===== config.mk =====
export PLATFORM = sky130hd
export DESIGN_NAME = clkgen_host
export DESIGN_NICKNAME = d
export VERILOG_FILES = /design/src/clkgen_host.v /design/src/dev_port.v
export VERILOG_INCLUDE_DIRS = /design/src
export SDC_FILE = /design/constraint.sdc
export NUM_CORES = 1
export LEC_CHECK = 0
export BUFFER_PORTS_ARGS = -buffer_cell sky130_fd_sc_hd__buf_4
export CAP_MARGIN = 30
export CORE_MARGIN = 1.5
export CORE_UTILIZATION = 40
export DETAILED_ROUTE_END_ITERATION = 8
export SYNTH_ARGS = -nofsm -noshare
export SYNTH_HDL_FRONTEND = slang
export SYNTH_SLANG_ARGS = --single-unit

===== constraint.sdc =====
create_clock -name CLK_I -period 2.8 [get_ports CLK_I]
set_input_delay 0.28 -clock CLK_I [delete_from_list [all_inputs] [get_ports CLK_I]]
set_output_delay 0.28 -clock CLK_I [all_outputs]
set_load 0.02 [all_outputs]

===== src/clkgen_host_regs.vh =====
// Constants for the clock generator host controller.
// Assumes the device register port carries byte addresses and the
// target register byte in data bits 7:0, or a full word with all lanes.
`ifndef CLKGEN_HOST_REGS_VH
`define CLKGEN_HOST_REGS_VH

// ========================================================
// Clock and timing
`define CLK_PERIOD_NS        8
`define SUB_STAB_TIME_US     2000
`define MAIN_STAB_TIME_US    100

// ========================================================
// Control and status register word addresses (Avalon side)
`define CSR_CMD              2'h0
`define CSR_DIV              2'h1
`define CSR_MISC             2'h2
`define CSR_READ             2'h3

// Command codes
`define CMD_NONE             3'h0
`define CMD_START_SUB        3'h1
`define CMD_SWITCH_SUB       3'h2
`define CMD_SET_DIV          3'h3
`define CMD_MAIN_CTRL        3'h4
`define CMD_CLEAR_STOP       3'h5
`define CMD_SET_MODE2        3'h6
`define CMD_READ             3'h7

// Command register status bits
`define ST_BUSY_BIT          8
`define ST_ERR_BIT           9

// Divider field layout, shared by CSR_DIV and the device divider register
`define DIV_BASE_LSB         0
`define DIV_CPU_LSB          2
`define DIV_PERIPH_LSB       4
`define DIV_FIELD_W          2
`define DIV_ONCE_BIT         6
`define DIV_BASE_SRC_BIT     7

// Misc CSR fields
`define MISC_EXT_SUB_BIT     0
`define MISC_STOP_DET_BIT    1
`define MISC_MAIN_DIS_BIT    2
`define MISC_WAIT_STOP_BIT   3
`define MISC_LS_SEL_LSB      4
`define MISC_MODE2_LSB       8

// ========================================================
// Device register byte addresses
`define DEV_CLK_DIV_ADDR     16'h0004
`define DEV_PROT_KEY_ADDR    16'h0008
`define DEV_PROT_ADDR        16'h000a
`define DEV_OSC0_ADDR        16'h0010
`define DEV_OSC1_ADDR        16'h0011
`define DEV_OSC2_ADDR        16'h0012
`define DEV_LOW_SPEED_ADDR   16'h0013
`define DEV_MODE2_ADDR       16'h0014
`define DEV_PORT_DIR_ADDR    16'h0015
`define DEV_PULLUP_ADDR      16'h0016

// Device field values
`define KEY_UNLOCK           8'haa
`define KEY_LOCK             8'h00
`define PROT_OSC_UNLOCK      8'h01
`define PROT_MODE2_UNLOCK    8'h02
`define PROT_NONE            8'h00
`define OSC0_WAIT_STOP_BIT   2
`define OSC0_SUB_EN_BIT      4
`define OSC0_MAIN_DIS_BIT    5
`define OSC1_STOP_STAT_BIT   5
`define OSC2_DET_EN_BIT      0
`define SUB_IN_DIR_BIT       6
`define SUB_OUT_DIR_BIT      7
`define SUB_PULLUP_BIT       5
`define LS_SEL_SUB           2'h0
`define LS_SEL_MAIN256       2'h2
`define BYTE_ZERO            8'h00

// Step encoding
`define OP_END               2'h0
`define OP_WR                2'h1
`define OP_RD                2'h2
`define OP_WAIT              2'h3
`define BE_BYTE              4'h1
`define BE_WORD              4'hf
`define WAIT_SUB             32'h0000_0000
`define WAIT_MAIN            32'h0000_0001

`endif


===== src/clkgen_host.v =====
// Host controller that programs the clock generator of a microcontroller.
// Assumes software drives the Avalon-MM slave and the device register
// port answers by a four-phase handshake.
//
// How it works
// - Host loads the protect key with AAh once before the divider register writes of each command.
// - Host sets the oscillator unlock bit before writing oscillator control registers.
// - Host sets the mode 2 unlock bit before writing the mode 2 register.
// - Host clears the stop status only after a main oscillator stabilization wait.
// - Host keeps stop detection off while main divided by 256 is base clock.
// - Host sets the designated divider bit only by one full 32-bit write.
// - Host refuses divider settings where CPU ratio exceeds peripheral ratio.
// - Host changes base and peripheral ratios in two separate writes.
// - Host sets sub pins to input, pull-up off, then enables the sub oscillator.
// - For external sub clock host clears output pin direction and pull-up first.
// - Host waits for sub stability after enabling it; switching selects sub clock, then sets base source select.
`timescale 1ns/10ps
`include "clkgen_host_regs.vh"

module clkgen_host #(
   parameter SUB_STAB_CYC  = (`SUB_STAB_TIME_US * 1000 + `CLK_PERIOD_NS - 1) / `CLK_PERIOD_NS,
   parameter MAIN_STAB_CYC = (`MAIN_STAB_TIME_US * 1000 + `CLK_PERIOD_NS - 1) / `CLK_PERIOD_NS
) (
   input  wire        CLK_I,
   input  wire        RST_N_I,
   input  wire [1:0]  AVS_ADDRESS_I,
   input  wire        AVS_READ_I,
   input  wire        AVS_WRITE_I,
   input  wire [31:0] AVS_WRITEDATA_I,
   output reg  [31:0] AVS_READDATA_O,
   output reg         AVS_WAITREQUEST_O,
   output wire        DEV_REQ_O,
   output wire        DEV_WE_O,
   output wire [15:0] DEV_ADDR_O,
   output wire [31:0] DEV_WDATA_O,
   output wire [3:0]  DEV_BE_O,
   input  wire        DEV_ACK_I,
   input  wire [31:0] DEV_RDATA_I
);

   localparam S_IDLE  = 4'b0001;
   localparam S_STEP  = 4'b0010;
   localparam S_BUS   = 4'b0100;
   localparam S_DELAY = 4'b1000;

   reg  [3:0]  state_q;
   reg  [3:0]  state_d;
   reg  [2:0]  cmd_q;
   reg  [2:0]  idx_q;
   reg  [23:0] cnt_q;
   reg  [7:0]  div_cfg_q;
   reg  [15:0] misc_q;
   reg  [15:0] raddr_q;
   reg  [31:0] rd_data_q;
   reg  [7:0]  ccr_shadow_q;
   reg         err_q;
   reg         start_q;
   reg  [53:0] step_q;
   wire [53:0] step_w;
   wire        port_done;
   wire [31:0] port_rdata;
   wire        acc;
   wire        cmd_wr;

   // ========================================================
   // Field helpers
   function [1:0] fld;
      input [7:0] v;
      input [2:0] lsb;
      begin
         fld = v[lsb +: `DIV_FIELD_W];
      end
   endfunction

   function [53:0] mk;
      input [1:0]  op;
      input [3:0]  be;
      input [15:0] addr;
      input [7:0]  data;
      begin
         mk = {op, be, addr, 24'h00_0000, data};
      end
   endfunction

   // ========================================================
   // Command sequences
   function [53:0] step_fn;
      input [2:0]  cmd;
      input [2:0]  idx;
      input [7:0]  div;
      input [15:0] misc;
      input [15:0] raddr;
      input [7:0]  clock_divider_ctrl;
      reg   [7:0]  osc0;
      reg   [7:0]  dir;
      reg   [7:0]  ccr_a;
      reg   [7:0]  ccr_b;
      reg          det_en;
      begin
         osc0 = `BYTE_ZERO;
         osc0[`OSC0_WAIT_STOP_BIT] = misc[`MISC_WAIT_STOP_BIT];
         osc0[`OSC0_MAIN_DIS_BIT]  = misc[`MISC_MAIN_DIS_BIT];
         dir = `BYTE_ZERO;
         ccr_a = clock_divider_ctrl;
         ccr_a[`DIV_BASE_LSB +: `DIV_FIELD_W] = fld(div, `DIV_BASE_LSB);
         ccr_a[`DIV_CPU_LSB +: `DIV_FIELD_W]  = fld(div, `DIV_CPU_LSB);
         ccr_b = ccr_a;
         ccr_b[`DIV_PERIPH_LSB +: `DIV_FIELD_W] = fld(div, `DIV_PERIPH_LSB);
         ccr_b[`DIV_ONCE_BIT] = clock_divider_ctrl[`DIV_ONCE_BIT] | div[`DIV_ONCE_BIT];
         det_en = misc[`MISC_STOP_DET_BIT] &
                  ~((misc[`MISC_LS_SEL_LSB +: 2] == `LS_SEL_MAIN256) & clock_divider_ctrl[`DIV_BASE_SRC_BIT]);
         step_fn = mk(`OP_END, `BE_BYTE, 16'h0000, `BYTE_ZERO);
         case (cmd)
            `CMD_START_SUB: begin
               case (idx)
                  3'h0: step_fn = mk(`OP_WR, `BE_BYTE, `DEV_PROT_ADDR, `PROT_OSC_UNLOCK);
                  3'h1: step_fn = mk(`OP_WR, `BE_BYTE, `DEV_PORT_DIR_ADDR, dir);
                  3'h2: step_fn = mk(`OP_WR, `BE_BYTE, `DEV_PULLUP_ADDR, `BYTE_ZERO);
                  3'h3: begin
                     osc0[`OSC0_SUB_EN_BIT] = 1'b1;
                     step_fn = mk(`OP_WR, `BE_BYTE, `DEV_OSC0_ADDR, osc0);
                  end
                  3'h4: step_fn = mk(`OP_WR, `BE_BYTE, `DEV_PROT_ADDR, `PROT_NONE);
                  3'h5: step_fn = {`OP_WAIT, `BE_BYTE, 16'h0000, `WAIT_SUB};
                  default: step_fn = mk(`OP_END, `BE_BYTE, 16'h0000, `BYTE_ZERO);
               endcase
            end
            `CMD_SWITCH_SUB: begin
               ccr_a = clock_divider_ctrl;
               ccr_a[`DIV_BASE_SRC_BIT] = 1'b1;
               case (idx)
                  3'h0: step_fn = mk(`OP_WR, `BE_BYTE, `DEV_LOW_SPEED_ADDR, {6'h00, `LS_SEL_SUB});
                  3'h1: step_fn = mk(`OP_WR, `BE_BYTE, `DEV_PROT_KEY_ADDR, `KEY_UNLOCK);
                  3'h2: step_fn = mk(`OP_WR, `BE_WORD, `DEV_CLK_DIV_ADDR, ccr_a);
                  3'h3: step_fn = mk(`OP_WR, `BE_BYTE, `DEV_PROT_KEY_ADDR, `KEY_LOCK);
                  default: step_fn = mk(`OP_END, `BE_BYTE, 16'h0000, `BYTE_ZERO);
               endcase
            end
            `CMD_SET_DIV: begin
               case (idx)
                  3'h0: step_fn = mk(`OP_WR, `BE_BYTE, `DEV_PROT_KEY_ADDR, `KEY_UNLOCK);
                  3'h1: step_fn = mk(`OP_WR, `BE_WORD, `DEV_CLK_DIV_ADDR, ccr_a);
                  3'h2: step_fn = mk(`OP_WR, `BE_WORD, `DEV_CLK_DIV_ADDR, ccr_b);
                  3'h3: step_fn = mk(`OP_WR, `BE_BYTE, `DEV_PROT_KEY_ADDR, `KEY_LOCK);
                  default: step_fn = mk(`OP_END, `BE_BYTE, 16'h0000, `BYTE_ZERO);
               endcase
            end
            `CMD_MAIN_CTRL: begin
               case (idx)
                  3'h0: step_fn = mk(`OP_WR, `BE_BYTE, `DEV_PROT_ADDR, `PROT_OSC_UNLOCK);
                  3'h1: step_fn = mk(`OP_WR, `BE_BYTE, `DEV_OSC2_ADDR,
                                     {7'h00, det_en & ~misc[`MISC_MAIN_DIS_BIT]});
                  3'h2: step_fn = mk(`OP_WR, `BE_BYTE, `DEV_OSC0_ADDR, osc0);
                  3'h3: step_fn = mk(`OP_WR, `BE_BYTE, `DEV_PROT_ADDR, `PROT_NONE);
                  default: step_fn = mk(`OP_END, `BE_BYTE, 16'h0000, `BYTE_ZERO);
               endcase
            end
            `CMD_CLEAR_STOP: begin
               case (idx)
                  3'h0: step_fn = {`OP_WAIT, `BE_BYTE, 16'h0000, `WAIT_MAIN};
                  3'h1: step_fn = mk(`OP_WR, `BE_BYTE, `DEV_PROT_ADDR, `PROT_OSC_UNLOCK);
                  3'h2: step_fn = mk(`OP_WR, `BE_BYTE, `DEV_OSC1_ADDR, `BYTE_ZERO);
                  3'h3: step_fn = mk(`OP_WR, `BE_BYTE, `DEV_OSC2_ADDR, {7'h00, det_en});
                  3'h4: step_fn = mk(`OP_WR, `BE_BYTE, `DEV_PROT_ADDR, `PROT_NONE);
                  default: step_fn = mk(`OP_END, `BE_BYTE, 16'h0000, `BYTE_ZERO);
               endcase
            end
            `CMD_SET_MODE2: begin
               case (idx)
                  3'h0: step_fn = mk(`OP_WR, `BE_BYTE, `DEV_PROT_ADDR, `PROT_MODE2_UNLOCK);
                  3'h1: step_fn = mk(`OP_WR, `BE_BYTE, `DEV_MODE2_ADDR, misc[`MISC_MODE2_LSB +: 8]);
                  3'h2: step_fn = mk(`OP_WR, `BE_BYTE, `DEV_PROT_ADDR, `PROT_NONE);
                  default: step_fn = mk(`OP_END, `BE_BYTE, 16'h0000, `BYTE_ZERO);
               endcase
            end
            `CMD_READ: begin
               if (idx == 3'h0) begin
                  step_fn = mk(`OP_RD, `BE_WORD, raddr, `BYTE_ZERO);
               end else begin
                  step_fn = mk(`OP_END, `BE_BYTE, 16'h0000, `BYTE_ZERO);
               end
            end
            default: step_fn = mk(`OP_END, `BE_BYTE, 16'h0000, `BYTE_ZERO);
         endcase
      end
   endfunction

   // Divide codes grow with the ratio
   function ratio_ok;
      input [7:0] div;
      begin
         ratio_ok = fld(div, `DIV_CPU_LSB) <= fld(div, `DIV_PERIPH_LSB);
      end
   endfunction

   assign step_w = step_fn(cmd_q, idx_q, div_cfg_q, misc_q, raddr_q, ccr_shadow_q);

   // ========================================================
   // Avalon-MM slave, one wait cycle per access
   assign acc    = (AVS_READ_I | AVS_WRITE_I) & ~AVS_WAITREQUEST_O;
   assign cmd_wr = acc & AVS_WRITE_I & (AVS_ADDRESS_I == `CSR_CMD) & (state_q == S_IDLE);

   always @(posedge CLK_I or negedge RST_N_I) begin
      if (!RST_N_I) begin
         AVS_WAITREQUEST_O <= 1'b1;
         AVS_READDATA_O    <= 32'h0000_0000;
         div_cfg_q         <= 8'h00;
         misc_q            <= 16'h0000;
         raddr_q           <= 16'h0000;
      end else begin
         AVS_WAITREQUEST_O <= ~((AVS_READ_I | AVS_WRITE_I) & AVS_WAITREQUEST_O);
         if ((AVS_READ_I | AVS_WRITE_I) & AVS_WAITREQUEST_O) begin
            case (AVS_ADDRESS_I)
               `CSR_CMD:  AVS_READDATA_O <= {22'h00_0000, err_q, state_q != S_IDLE, 5'h00, cmd_q};
               `CSR_DIV:  AVS_READDATA_O <= {24'h00_0000, div_cfg_q};
               `CSR_MISC: AVS_READDATA_O <= {16'h0000, misc_q};
               `CSR_READ: AVS_READDATA_O <= rd_data_q;
               default:   AVS_READDATA_O <= 32'h0000_0000;
            endcase
         end
         if (acc & AVS_WRITE_I) begin
            case (AVS_ADDRESS_I)
               `CSR_DIV:  div_cfg_q <= AVS_WRITEDATA_I[7:0];
               `CSR_MISC: misc_q    <= AVS_WRITEDATA_I[15:0];
               `CSR_READ: raddr_q   <= AVS_WRITEDATA_I[15:0];
               default:   raddr_q   <= raddr_q;
            endcase
         end
      end
   end

   // ========================================================
   // Sequencer
   always @* begin
      state_d = state_q;
      case (state_q)
         S_IDLE: begin
            if (cmd_wr && AVS_WRITEDATA_I[2:0] != `CMD_NONE &&
                !(AVS_WRITEDATA_I[2:0] == `CMD_SET_DIV && !ratio_ok(div_cfg_q))) begin
               state_d = S_STEP;
            end
         end
         S_STEP: begin
            case (step_w[53:52])
               `OP_END:  state_d = S_IDLE;
               `OP_WAIT: state_d = S_DELAY;
               default:  state_d = S_BUS;
            endcase
         end
         S_BUS:   state_d = port_done ? S_STEP : S_BUS;
         S_DELAY: state_d = (cnt_q == 24'h00_0000) ? S_STEP : S_DELAY;
         default: state_d = S_IDLE;
      endcase
   end

   always @(posedge CLK_I or negedge RST_N_I) begin
      if (!RST_N_I) begin
         state_q      <= S_IDLE;
         cmd_q        <= `CMD_NONE;
         idx_q        <= 3'h0;
         cnt_q        <= 24'h00_0000;
         err_q        <= 1'b0;
         start_q      <= 1'b0;
         step_q       <= 54'h0;
         rd_data_q    <= 32'h0000_0000;
         ccr_shadow_q <= 8'h00;
      end else begin
         state_q <= state_d;
         start_q <= 1'b0;
         case (state_q)
            S_IDLE: begin
               if (cmd_wr) begin
                  cmd_q <= AVS_WRITEDATA_I[2:0];
                  idx_q <= 3'h0;
                  err_q <= (AVS_WRITEDATA_I[2:0] == `CMD_SET_DIV) && !ratio_ok(div_cfg_q);
               end
            end
            S_STEP: begin
               step_q <= step_w;
               if (step_w[53:52] == `OP_WAIT) begin
                  cnt_q <= (step_w[31:0] == `WAIT_SUB) ? SUB_STAB_CYC[23:0] : MAIN_STAB_CYC[23:0];
               end else if (step_w[53:52] != `OP_END) begin
                  start_q <= 1'b1;
               end
            end
            S_BUS: begin
               if (port_done) begin
                  idx_q <= idx_q + 3'h1;
                  if (step_q[53:52] == `OP_RD) begin
                     rd_data_q <= port_rdata;
                  end else if (step_q[47:32] == `DEV_CLK_DIV_ADDR) begin
                     ccr_shadow_q <= step_q[7:0];
                  end
               end
            end
            S_DELAY: begin
               if (cnt_q == 24'h00_0000) begin
                  idx_q <= idx_q + 3'h1;
               end else begin
                  cnt_q <= cnt_q - 24'h00_0001;
               end
            end
            default: idx_q <= 3'h0;
         endcase
      end
   end

   // ========================================================
   // Device register port
   dev_port u_port (
      .clk_i       (CLK_I),
      .rst_n_i     (RST_N_I),
      .start_i     (start_q),
      .we_i        (step_q[53:52] == `OP_WR),
      .addr_i      (step_q[47:32]),
      .wdata_i     (step_q[31:0]),
      .be_i        (step_q[51:48]),
      .done_o      (port_done),
      .rdata_o     (port_rdata),
      .dev_req_o   (DEV_REQ_O),
      .dev_we_o    (DEV_WE_O),
      .dev_addr_o  (DEV_ADDR_O),
      .dev_wdata_o (DEV_WDATA_O),
      .dev_be_o    (DEV_BE_O),
      .dev_ack_i   (DEV_ACK_I),
      .dev_rdata_i (DEV_RDATA_I)
   );

endmodule // clkgen_host


===== src/dev_port.v =====
// Four-phase request/acknowledge access port towards the device.
// Assumes the device holds read data stable while it acknowledges.
`timescale 1ns/10ps
`include "clkgen_host_regs.vh"

module dev_port (
   input  wire        clk_i,
   input  wire        rst_n_i,
   input  wire        start_i,
   input  wire        we_i,
   input  wire [15:0] addr_i,
   input  wire [31:0] wdata_i,
   input  wire [3:0]  be_i,
   output reg         done_o,
   output reg  [31:0] rdata_o,
   output reg         dev_req_o,
   output reg         dev_we_o,
   output reg  [15:0] dev_addr_o,
   output reg  [31:0] dev_wdata_o,
   output reg  [3:0]  dev_be_o,
   input  wire        dev_ack_i,
   input  wire [31:0] dev_rdata_i
);

   reg        ack_meta_q;
   reg        ack_q;
   reg [31:0] rd_meta_q;
   reg [31:0] rd_sync_q;
   reg        wait_low_q;

   // ========================================================
   // Input synchronisers
   always @(posedge clk_i or negedge rst_n_i) begin
      if (!rst_n_i) begin
         ack_meta_q <= 1'b0;
         ack_q      <= 1'b0;
         rd_meta_q  <= 32'h0000_0000;
         rd_sync_q  <= 32'h0000_0000;
      end else begin
         ack_meta_q <= dev_ack_i;
         ack_q      <= ack_meta_q;
         rd_meta_q  <= dev_rdata_i;
         rd_sync_q  <= rd_meta_q;
      end
   end

   // ========================================================
   // Handshake
   always @(posedge clk_i or negedge rst_n_i) begin
      if (!rst_n_i) begin
         dev_req_o   <= 1'b0;
         dev_we_o    <= 1'b0;
         dev_addr_o  <= 16'h0000;
         dev_wdata_o <= 32'h0000_0000;
         dev_be_o    <= 4'h0;
         done_o      <= 1'b0;
         rdata_o     <= 32'h0000_0000;
         wait_low_q  <= 1'b0;
      end else begin
         done_o <= 1'b0;
         if (start_i && !dev_req_o && !wait_low_q) begin
            dev_req_o   <= 1'b1;
            dev_we_o    <= we_i;
            dev_addr_o  <= addr_i;
            dev_wdata_o <= wdata_i;
            dev_be_o    <= be_i;
         end else if (dev_req_o && ack_q) begin
            dev_req_o  <= 1'b0;
            rdata_o    <= rd_sync_q;
            wait_low_q <= 1'b1;
         end else if (wait_low_q && !ack_q) begin
            wait_low_q <= 1'b0;
            done_o     <= 1'b1;
         end
      end
   end

endmodule // dev_port

# --- Yosys cells after proc, flatten, opt, wreduce, memory -nomap -nowiden ---
# Index checks and enable logic that the tools add are counted.
word_totals:
  register_bits: 357
  out_inout_bits: 87
  elab_cells: 142
op_classes:
  addsub: 2
  order_cmp: 1
  n_eq_ne: 32
  mux: 32
  bitwise_logic: 17
  reduce_logical: 32
ops:
  columns: ["operator", "count"]
  rows:
  - ["53-bit case mux with 4 select lines", 3]
  - ["54-bit case mux with 7 select lines", 1]
  - ["54-bit case mux with 6 select lines", 1]
  - ["54-bit case mux with 5 select lines", 1]
  - ["53-bit case mux with 3 select lines", 1]
  - ["32-bit case mux with 4 select lines", 1]
  - ["54-bit 2-to-1 mux", 1]
  - ["24-bit 2-to-1 mux", 2]
  - ["24-bit case mux with 2 select lines", 1]
  - ["32-bit logical NOT", 1]
  - ["24-bit logical NOT", 1]
  - ["24-bit by 1-bit subtractor with 24-bit output (second input constant)", 1]
  - ["3-bit == test (second input constant)", 6]
  - ["18-bit 2-to-1 mux", 1]
  - ["16-bit by 3-bit == test with 1-bit output (second input constant)", 1]
  - ["4-bit case mux with 4 select lines", 1]
  - ["3-bit by 2-bit == test with 1-bit output (second input constant)", 5]
  - ["3-bit 2-to-1 mux", 4]
  - ["3-bit case mux with 4 select lines", 1]
  - ["2-bit AND reduction", 6]
  - ["2-bit == test (second input constant)", 5]
  - ["1-bit 2-to-1 mux", 10]
  - ["1-bit AND", 8]
  - ["4-bit 2-to-1 mux", 2]
  - ["other kinds (22)", 51]

# --- Depth between registers and ports, before layout ---
# Gate-level depths: netlist (run 1).
depth:
  ltp_word: 11
  depth_mapped: 15
  depth_no_buf: 13

# --- By module ---
# A second synthesis (run 1) with hierarchy kept.
unflattened:
  hier_cells: 1013
  hier_area_um2: 13485.4
modules_own_cells:
  columns: ["mod", "instances", "cells_each", "area_each_um2"]
  rows:
  - ["clkgen_host", 1, 758, 8321.7]
  - ["dev_port", 1, 255, 5163.7]

# --- Worst setup path before layout (run 1) ---
# No wires, ideal clock.
synth_path:
  path_type: "register -> register"
  startpoint: "reg idx_q[1]"
  endpoint: "reg cnt_q[22]"
  setup_ps: 129
  arrival_ps: 2713
  path_slack_ps: -42
  path_stages_with_launch: 15
  synth_period_minus_slack_ps: 2842
  cell_sequence: "dfrtp_1 inv_1 ha_1 clkbuf_1 buf_1 o41ai_1 nor2_1 a21oi_1 o21ai_0 ha_1 nand2_1 a211o_4 nor3_4 xnor2_1 nor2_2"
synth_via:
  elab_chain_len: 6
  word_cells_on_any_way: 17
  cone_classes: "eq/ne: 7; mux: 8; reduce/logical: 2"
synth_lines:
  columns: ["item", "line", "text"]
  rows:
  - ["from (decl)", "clkgen_host.v:49", "reg [2:0] idx_q;"]
  - ["from (signal assigned)", "clkgen_host.v:288", "idx_q <= idx_q + 3'h1;"]
  - ["from (signal assigned)", "clkgen_host.v:298", "idx_q <= idx_q + 3'h1;"]
  - ["3-bit == test, or another cell as far along", "clkgen_host.v:115", "case (idx)"]
  - ["54-bit case mux with 6 select lines, or another cell as far along", "clkgen_host.v:115", null]
  - ["54-bit case mux with 7 select lines (*)", "clkgen_host.v:113", "case (cmd)"]
  - ["named net step_w[52]", "clkgen_host.v:59", "wire [53:0] step_w;"]
  - ["2-bit == test (*)", null, null]
  - ["2-bit != test (no line) (*)", null, null]
  - ["3-bit AND reduction (no line) (*)", null, null]
  - ["to (signal assigned)", "clkgen_host.v:281", "cnt_q <= (step_w[31:0] == `WAIT_SUB) ? SUB_STAB_CYC[23:0] : MAIN_STAB_CYC[23:0];"]
  - ["to (signal assigned)", "clkgen_host.v:300", "cnt_q <= cnt_q - 24'h00_0001;"]
  - ["to (decl)", "clkgen_host.v:50", "reg [23:0] cnt_q;"]
# The timed path passes the listed nets; every way through them passes the cells marked *.
# A chain may end at the register's enable or synchronous reset.

# --- Worst setup path in the final report (run 1) ---
layout_path:
  startpoint: "reg cnt_q[5]"
  endpoint: "reg idx_q[0]"
layout_via:
  elab_chain_len: 3
layout_lines:
  columns: ["item", "line", "text"]
  rows:
  - ["24-bit logical NOT", "clkgen_host.v:297", "if (cnt_q == 24'h00_0000) begin"]
  - ["2-bit != test (no line)", null, null]
  - ["4-bit AND reduction (no line)", null, null]
# Every way passes these cells.

==> results of run 1 <==
==> critical path, cell delays in order (launching register included) <==
cell and delay, ns:
dfrtp_1 0.43, or4_1 0.70, or4_4 0.66, o21a_4 0.28, a21oi_4 0.16, mux2_1 0.34
==> report_power, final <==
group	switching (mW)	total [mW]	internal, mW	leakage [nW]
logic	0.789	1.49	0.698	3.03
registers	0.303	5.06	4.76	3.98
clock network	1.65	3.92	2.26	0.479
total	2.75	10.5	7.72	7.49
==> cells in the final DEF, fill, tap and decap left out, types with 5 or more instances in the layout <==
| cell | n |
|---|---|
| mux2_2 | 150 |
| ha_1 | 10 |
| a21oi_1 | 21 |
| buf_12 | 7 |
| nand2_1 | 100 |
| a22oi_1 | 9 |
| mux2i_1 | 7 |
| a32oi_1 | 5 |
| nor4_1 | 12 |
| nor2_1 | 46 |
| clkbuf_1 | 8 |
| conb_1 | 24 |
| a22o_1 | 18 |
| o21ai_0 | 66 |
| o211ai_1 | 5 |
| dfrtp_1 | 302 |
| clkinv_2 | 9 |
| inv_1 | 23 |
| buf_4 | 155 |
| and2_1 | 8 |
| clkbuf_16 | 31 |
| dlygate4sd3_1 | 49 |
| or4_1 | 9 |
| nor3_1 | 13 |
| nand3_1 | 16 |
| nand2b_1 | 6 |
| or3_1 | 6 |
| a31oi_1 | 5 |
| xnor2_1 | 12 |
| nor2b_1 | 10 |
==> worst max-delay path by stage <==
stage                               startpoint  slack [ns]               endpoint
final                     cnt_q[5]$_DFFE_PN0P_        0.11   idx_q[0]$_DFFE_PN0P_
after global routing      idx_q[1]$_DFFE_PN0P_        0.02  cnt_q[15]$_DFFE_PN0P_
after CTS                 idx_q[0]$_DFFE_PN0P_        0.12  cnt_q[16]$_DFFE_PN0P_
after detailed placement  idx_q[0]$_DFFE_PN0P_        0.14  cnt_q[14]$_DFFE_PN0P_
after global placement    cnt_q[0]$_DFFE_PN0P_        0.16   idx_q[2]$_DFFE_PN0P_
after floorplan           idx_q[0]$_DFFE_PN0P_       0.004  cnt_q[14]$_DFFE_PN0P_
==> flip-flops by register name, indices dropped and copies added (netlist names), 16 cells and up <==
register           cells
u_port.rd_sync_q      32
AVS_READDATA_O        32
raddr_q               16
rd_data_q             32
u_port.dev_addr_o     16
u_port.rd_meta_q      32
step_q                28
cnt_q                 24
misc_q                16
u_port.rdata_o        32
==> cell families after synthesis <==
| logic type | after synthesis | synth area share |
|---|---|---|
| simple gates | 261 | 0.105 |
| compound gates | 168 | 0.0872 |
| xor+xnor | 15 | 0.0103 |
| fa+ha+maj | 10 | 0.00984 |
| flops | 305 | 0.601 |
| mux | 163 | 0.146 |
| other cells | 1 | 0.000295 |
| buf+inv | 108 | 0.0403 |
==> routing by layer <==
layer / vias to the layer above / global-route usage / share of wire
li1: 3950 / - / -
met1: 4213 / 0.261 / 0.48
met2: 200 / 0.276 / 0.46
met3: 40 / 0.0252 / 0.041
met4: 0 / 0.0427 / 0.021
met5: - / 0 / 0
==> repair_timing <==
item,CTS,global route
hold endpoints to repair,142,0
gates resized for setup,0,6
setup buffers,0,0
endpoints found under the setup margin,0,5
hold buffers,49,0
==> metrics by stage <==
stage / cells / hold slack (ns) / worst slack (ns) / instance area (um^2) / utilization
global route: 1637 / 0.0234 / 0.0172 / 15700 / 0.500
detailed placement: 1535 / 0.335 / 0.137 / 14200 / 0.453
CTS: 1637 / 0.00587 / 0.121 / 15700 / 0.499
global placement: 1535 / 0.331 / 0.163 / 14200 / 0.453
floorplan: 1054 / -0.0156 / 0.00438 / 12800 / -
finish: 1637 / 0.0276 / 0.115 / 15700 / 0.500
==> final cells by class <==
type,instances,area share
timing repair buffer,212,0.115
clock inverter,12,0.00798
tap,402,0.0321
clock buffer,41,0.0531
inverter,24,0.00574
sequential,305,0.487
multi-input combinational,641,0.299
==> results.yml, run 1 <==
status:
  status: "completed"
yosys:
  synth_edf_count: 0
  synth_top_area_frac: 0.596
  synth_area_per_cell_um2: 12.3
  yosysTopAreaCell: "dfrtp_1"
  yosysSeqAreaShare: 0.601
  synth-async-reset-ratio: 1.00
  synth_seq_cells: 305
  synth_cell_type_count: 77
  synth_ff_type: "dfrtp_1"
  yosysMostFrequentCell: "dfrtp_1"
  synth_common_cells: "303 x dfrtp_1, 150 x mux2_2, 100 x nand2_1"
  syn_inst: 1031
  ys_top_cells_by_area: "dfrtp_1 60%, mux2_2 13%, nand2_1 3.0%"
  synth_area_um2: 12700
  yosys_warnings: 0
place:
  numPortBuffers: 117
  hpwl_um: 19700
  gp_congestion: 0.888
clocking:
  clk_pin_slew_ns: 0.06
  cts_tree: "done"
  cts.path.max_buffers: 3
  numCtsBuffers: 31
  cts_sinks: 305
  worstSkewPairLatency_ns: 0.57
  h-tree-depth: 1
  cts_root_buf: "clkbuf_16"
drt:
  drt-initial-drc-count: 468
  vias: 8403
  vias_per_cell: 5.13
  wl_um: 28600
  ant_nets: 0
  firstDrtPassIters: 5
  wl_per_cell_um: 17.5
  route.detailed.drc: 0
hold_path:
  worstHoldPathCells: 2
  hold_end: "raddr_q[1]$_DFFE_PN0P_"
  hold_path_class: "in2reg"
  min_from: "AVS_WRITEDATA_I[1]"
worst_setup_path:
  ff2ff_setup_slack_ns: 0.11
  startpoint_type: "register"
  critPathRequiredTime_ns: 3.25
  r2r-end: "idx_q[0]$_DFFE_PN0P_"
  r2r_cells: 5
  arrival_ns: 3.14
  r2r_start: "cnt_q[5]$_DFFE_PN0P_"
  critPathCaptureType: "register"
  worst-path-max-fanout: 8
  path_class: "reg2reg"
global_routing:
  grt_pass1_vias: 8297
  grt_pass1_wl_um: 46600
  track_usage: 0.177
  grt-ovfl-total: 0
  grt_max_degree: 84
  antenna_found_initial: 0
final_layout:
  regArea_um2: 7640
  multiInputGateArea_um2: 4690
  final_nets: 1296
  syn_to_final_growth_pct: 23.4
  fill_cells: 2790
  n_antenna_cell: 0
  drive_gt1_frac: 0.313
floorplan:
  start_util: 0.405
  std_cell_rows: 65
  io_pins: 158
  die_w_um: 181
  die_y_um: 181
  fp.coreArea_um2: 31400
  die-area_um2: 32900
timing:
  rsz0062_at_grt: "false"
  max_freq_ghz: 0.372
  finalSetupViolCount: 0
  tightest_slew_ns: 0.697
  min_period_ns: 2.69
  skew_ns: 0.0177
  fin_crit_sh: 0.959
  finalMaxSlewViolations: 0
  slew_headroom: 0.523
  tns_ns: 0
  finalHoldViolations: 0
pwr:
  vdd_ir_drop_max_mv: 0.508
  p_per_area_nw_per_um2: 667
  total_power_mw: 10.5
  power.leakage_nw: 7.49
flow_run:
  max-cap-violations: 0
No activity file was read; power rests on OpenSTA's default activity.
==> run 2: changes to the inputs <==
--- a/config.mk
+++ b/config.mk
@@ -9,8 +9,10 @@
 export BUFFER_PORTS_ARGS = -buffer_cell sky130_fd_sc_hd__buf_4
 export CAP_MARGIN = 30
 export CORE_MARGIN = 1.5
-export CORE_UTILIZATION = 40
+export CORE_UTILIZATION = 52
 export DETAILED_ROUTE_END_ITERATION = 8
+export PLACE_DENSITY = 0.76
+export RECOVER_POWER = 100
 export SYNTH_ARGS = -nofsm -noshare
 export SYNTH_HDL_FRONTEND = slang
 export SYNTH_SLANG_ARGS = --single-unit
==> run 2 against run 1 <==
Net effect:
- critical path type unchanged
- routed wire length grew 1.0%
- sequential share of layout area grew 0.86 points
- fmax shrank 0.63%
- via count grew 2.0%
- critical endpoint unchanged
- the flow now finishes with violations (max-capacitance violations, max-slew violations)
==> results.yml, run 2 (same netlist as run 1, synthesis figures left out) <==
worst_setup_path:
  r2r_start: "cnt_q[5]$_DFFE_PN0P_"
  r2r_cells: 5
  max_stage_delay_ns: 0.69
  path_class: "reg2reg"
  arrival_ns: 3.13
  path_cells: "or4_1 > or4_4 > o21a_4 > a21oi_2 > mux2_1"
  worst-path-max-fanout: 8
  critPathSlowestCell: "or4_1"
  critPathRequiredTime_ns: 3.23
  startpoint_type: "register"
  critPathLaunch: "cnt_q[5]$_DFFE_PN0P_"
  critPathCaptureType: "register"
final_layout:
  syn_to_final_growth_pct: 21.2
  drive_gt1_frac: 0.259
  final_common_cell: "dfrtp_1"
  fill_cells: 1858
  final_nets: 1297
  layout_common_cells: "302 x dfrtp_1, 149 x mux2_2, 100 x nand2_1"
  n_antenna_cell: 0
  final_util: 0.638
timing:
  rsz0062_at_grt: "false"
  tightest_slew_ns: 2.07
  max_freq_ghz: 0.370
  finalHoldViolations: 0
  finalMaxSlewViolations: 81
  fin_crit_sh: 0.965
  min_period_ns: 2.70
  fin_ws_ns: 0.0975
  finalSetupViolCount: 0
  hold_slack_ns: 0.0312
  slew_headroom: -0.378
  tns_ns: 0
  skew_ns: 0.0330
drt:
  drt-initial-drc-count: 706
  vias: 8573
  vias_per_cell: 5.48
  route.detailed.drc: 0
  ant_nets: 0
  wl_per_cell_um: 18.5
  firstDrtPassIters: 5
  wl_um: 28900
global_routing:
  grt-ovfl-total: 0
  grt_pass1_wl_um: 46900
  grt_max_degree: 81
  grt_pass1_vias: 8525
  track_usage: 0.231
  antenna_found_initial: 0
floorplan:
  io_pins: 158
  start_util: 0.526
  fp.coreArea_um2: 24200
  std_cell_rows: 57
  die_y_um: 159
  die-area_um2: 25400
  die_w_um: 159
pwr:
  power.leakage_nw: 7.24
  p_per_area_nw_per_um2: 716
  vdd_ir_drop_max_mv: 0.575
clocking:
  worstSkewPairLatency_ns: 0.57
  numCtsBuffers: 30
  cts.path.max_buffers: 3
  cts_sinks: 305
  cts_root_buf: "clkbuf_16"
  h-tree-depth: 1
  clk_pin_slew_ns: 0.07
  cts_tree: "done"
place:
  gp_congestion: 0.925
  numPortBuffers: 117
  place_ws_ns: 0.0626
  hpwl_um: 19400
hold_path:
  hold_path_class: "in2reg"
  min_from: "AVS_WRITEDATA_I[0]"
  worstHoldPathCells: 2
status:
  violations: "max-capacitance violations, max-slew violations"
  status: "finished, violations left"
flow_run:
  max-cap-violations: 1
[run 2: cell types whose count changed in the layout (fill, tap and decap cells not counted), sizes merged]
cell / previous run / this run
inv: 25 / 26
clkinvlp: 0 / 2
clkinv: 9 / 7
clkbuf: 41 / 148
buf: 163 / 54
bufinv: 2 / 8
[run 2: timing repair]
action	in CTS	in global routing
setup buffers	0	1
hold buffers	49	0
endpoints found under the setup margin	0	14
endpoints found under the hold margin	139	0
resized for setup	0	7
[run 2: path summary, 6_finish.rpt]
check | endpoint | slack [ns]
min | raddr_q[0]$_DFFE_PN0P_ | 0.03
min in group asynchronous | u_port.rdata_o[29]$_DFFE_PN0P_ | 0.83
max | idx_q[0]$_DFFE_PN0P_ | 0.1
max reg2reg | idx_q[0]$_DFFE_PN0P_ | 0.1
max in group asynchronous | start_q$_DFF_PN0_ | 0.46
min reg2reg | u_port.rd_sync_q[1]$_DFF_PN0_ | 0.34
[run 2: layout make-up]
| type | instances | area, um^2 | share of cell area |
|---|---|---|---|
| flip-flops and latches | 305 | 7640 | 0.495 |
| multi-input cells | 641 | 4660 | 0.303 |
| repair buffers | 214 | 1450 | 0.0943 |
| clock buffers | 37 | 827 | 0.0537 |
| well taps | 324 | 405 | 0.0263 |
| clock inverters | 19 | 337 | 0.0218 |
| inverters | 24 | 90.1 | 0.00584 |
[run 2: per-layer routing]
metal / vias up / part of all wire / track usage
met5: - / 0 / 0
met4: 0 / 0.032 / 0.0785
met3: 63 / 0.043 / 0.0232
met2: 251 / 0.47 / 0.368
met1: 4300 / 0.45 / 0.336
li1: 3959 / - / -
[run 2: metrics by stage]
| stage | std cells | power [mW] | cell area, um^2 |
|---|---|---|---|
| 3_3_place_gp | 1458 | 6.48 | 14100 |
| 4_1_cts | 1563 | 11.2 | 15700 |
| 6_report | 1564 | 11.0 | 15400 |
| 5_1_grt | 1564 | 11.5 | 15400 |
| 3_5_place_dp | 1458 | 6.52 | 14100 |
| 2_1_floorplan | 1054 | 5.90 | 12800 |
[run 2: where the power goes]
part	internal, mW	leakage (nW)	switching [mW]
Sequential	4.75	3.98	0.313
Clock	2.86	0.566	1.73
Combinational	0.619	2.69	0.770
[run 2: worst max-delay path, delay by kind of cell, from the launching register on]
kind | cells | cell delay, ns
AO/OA/AOI/OAI | 2 | 0.46
AND/OR/NAND/NOR | 2 | 1.34
flip-flops | 1 | 0.43
multiplexers | 1 | 0.34
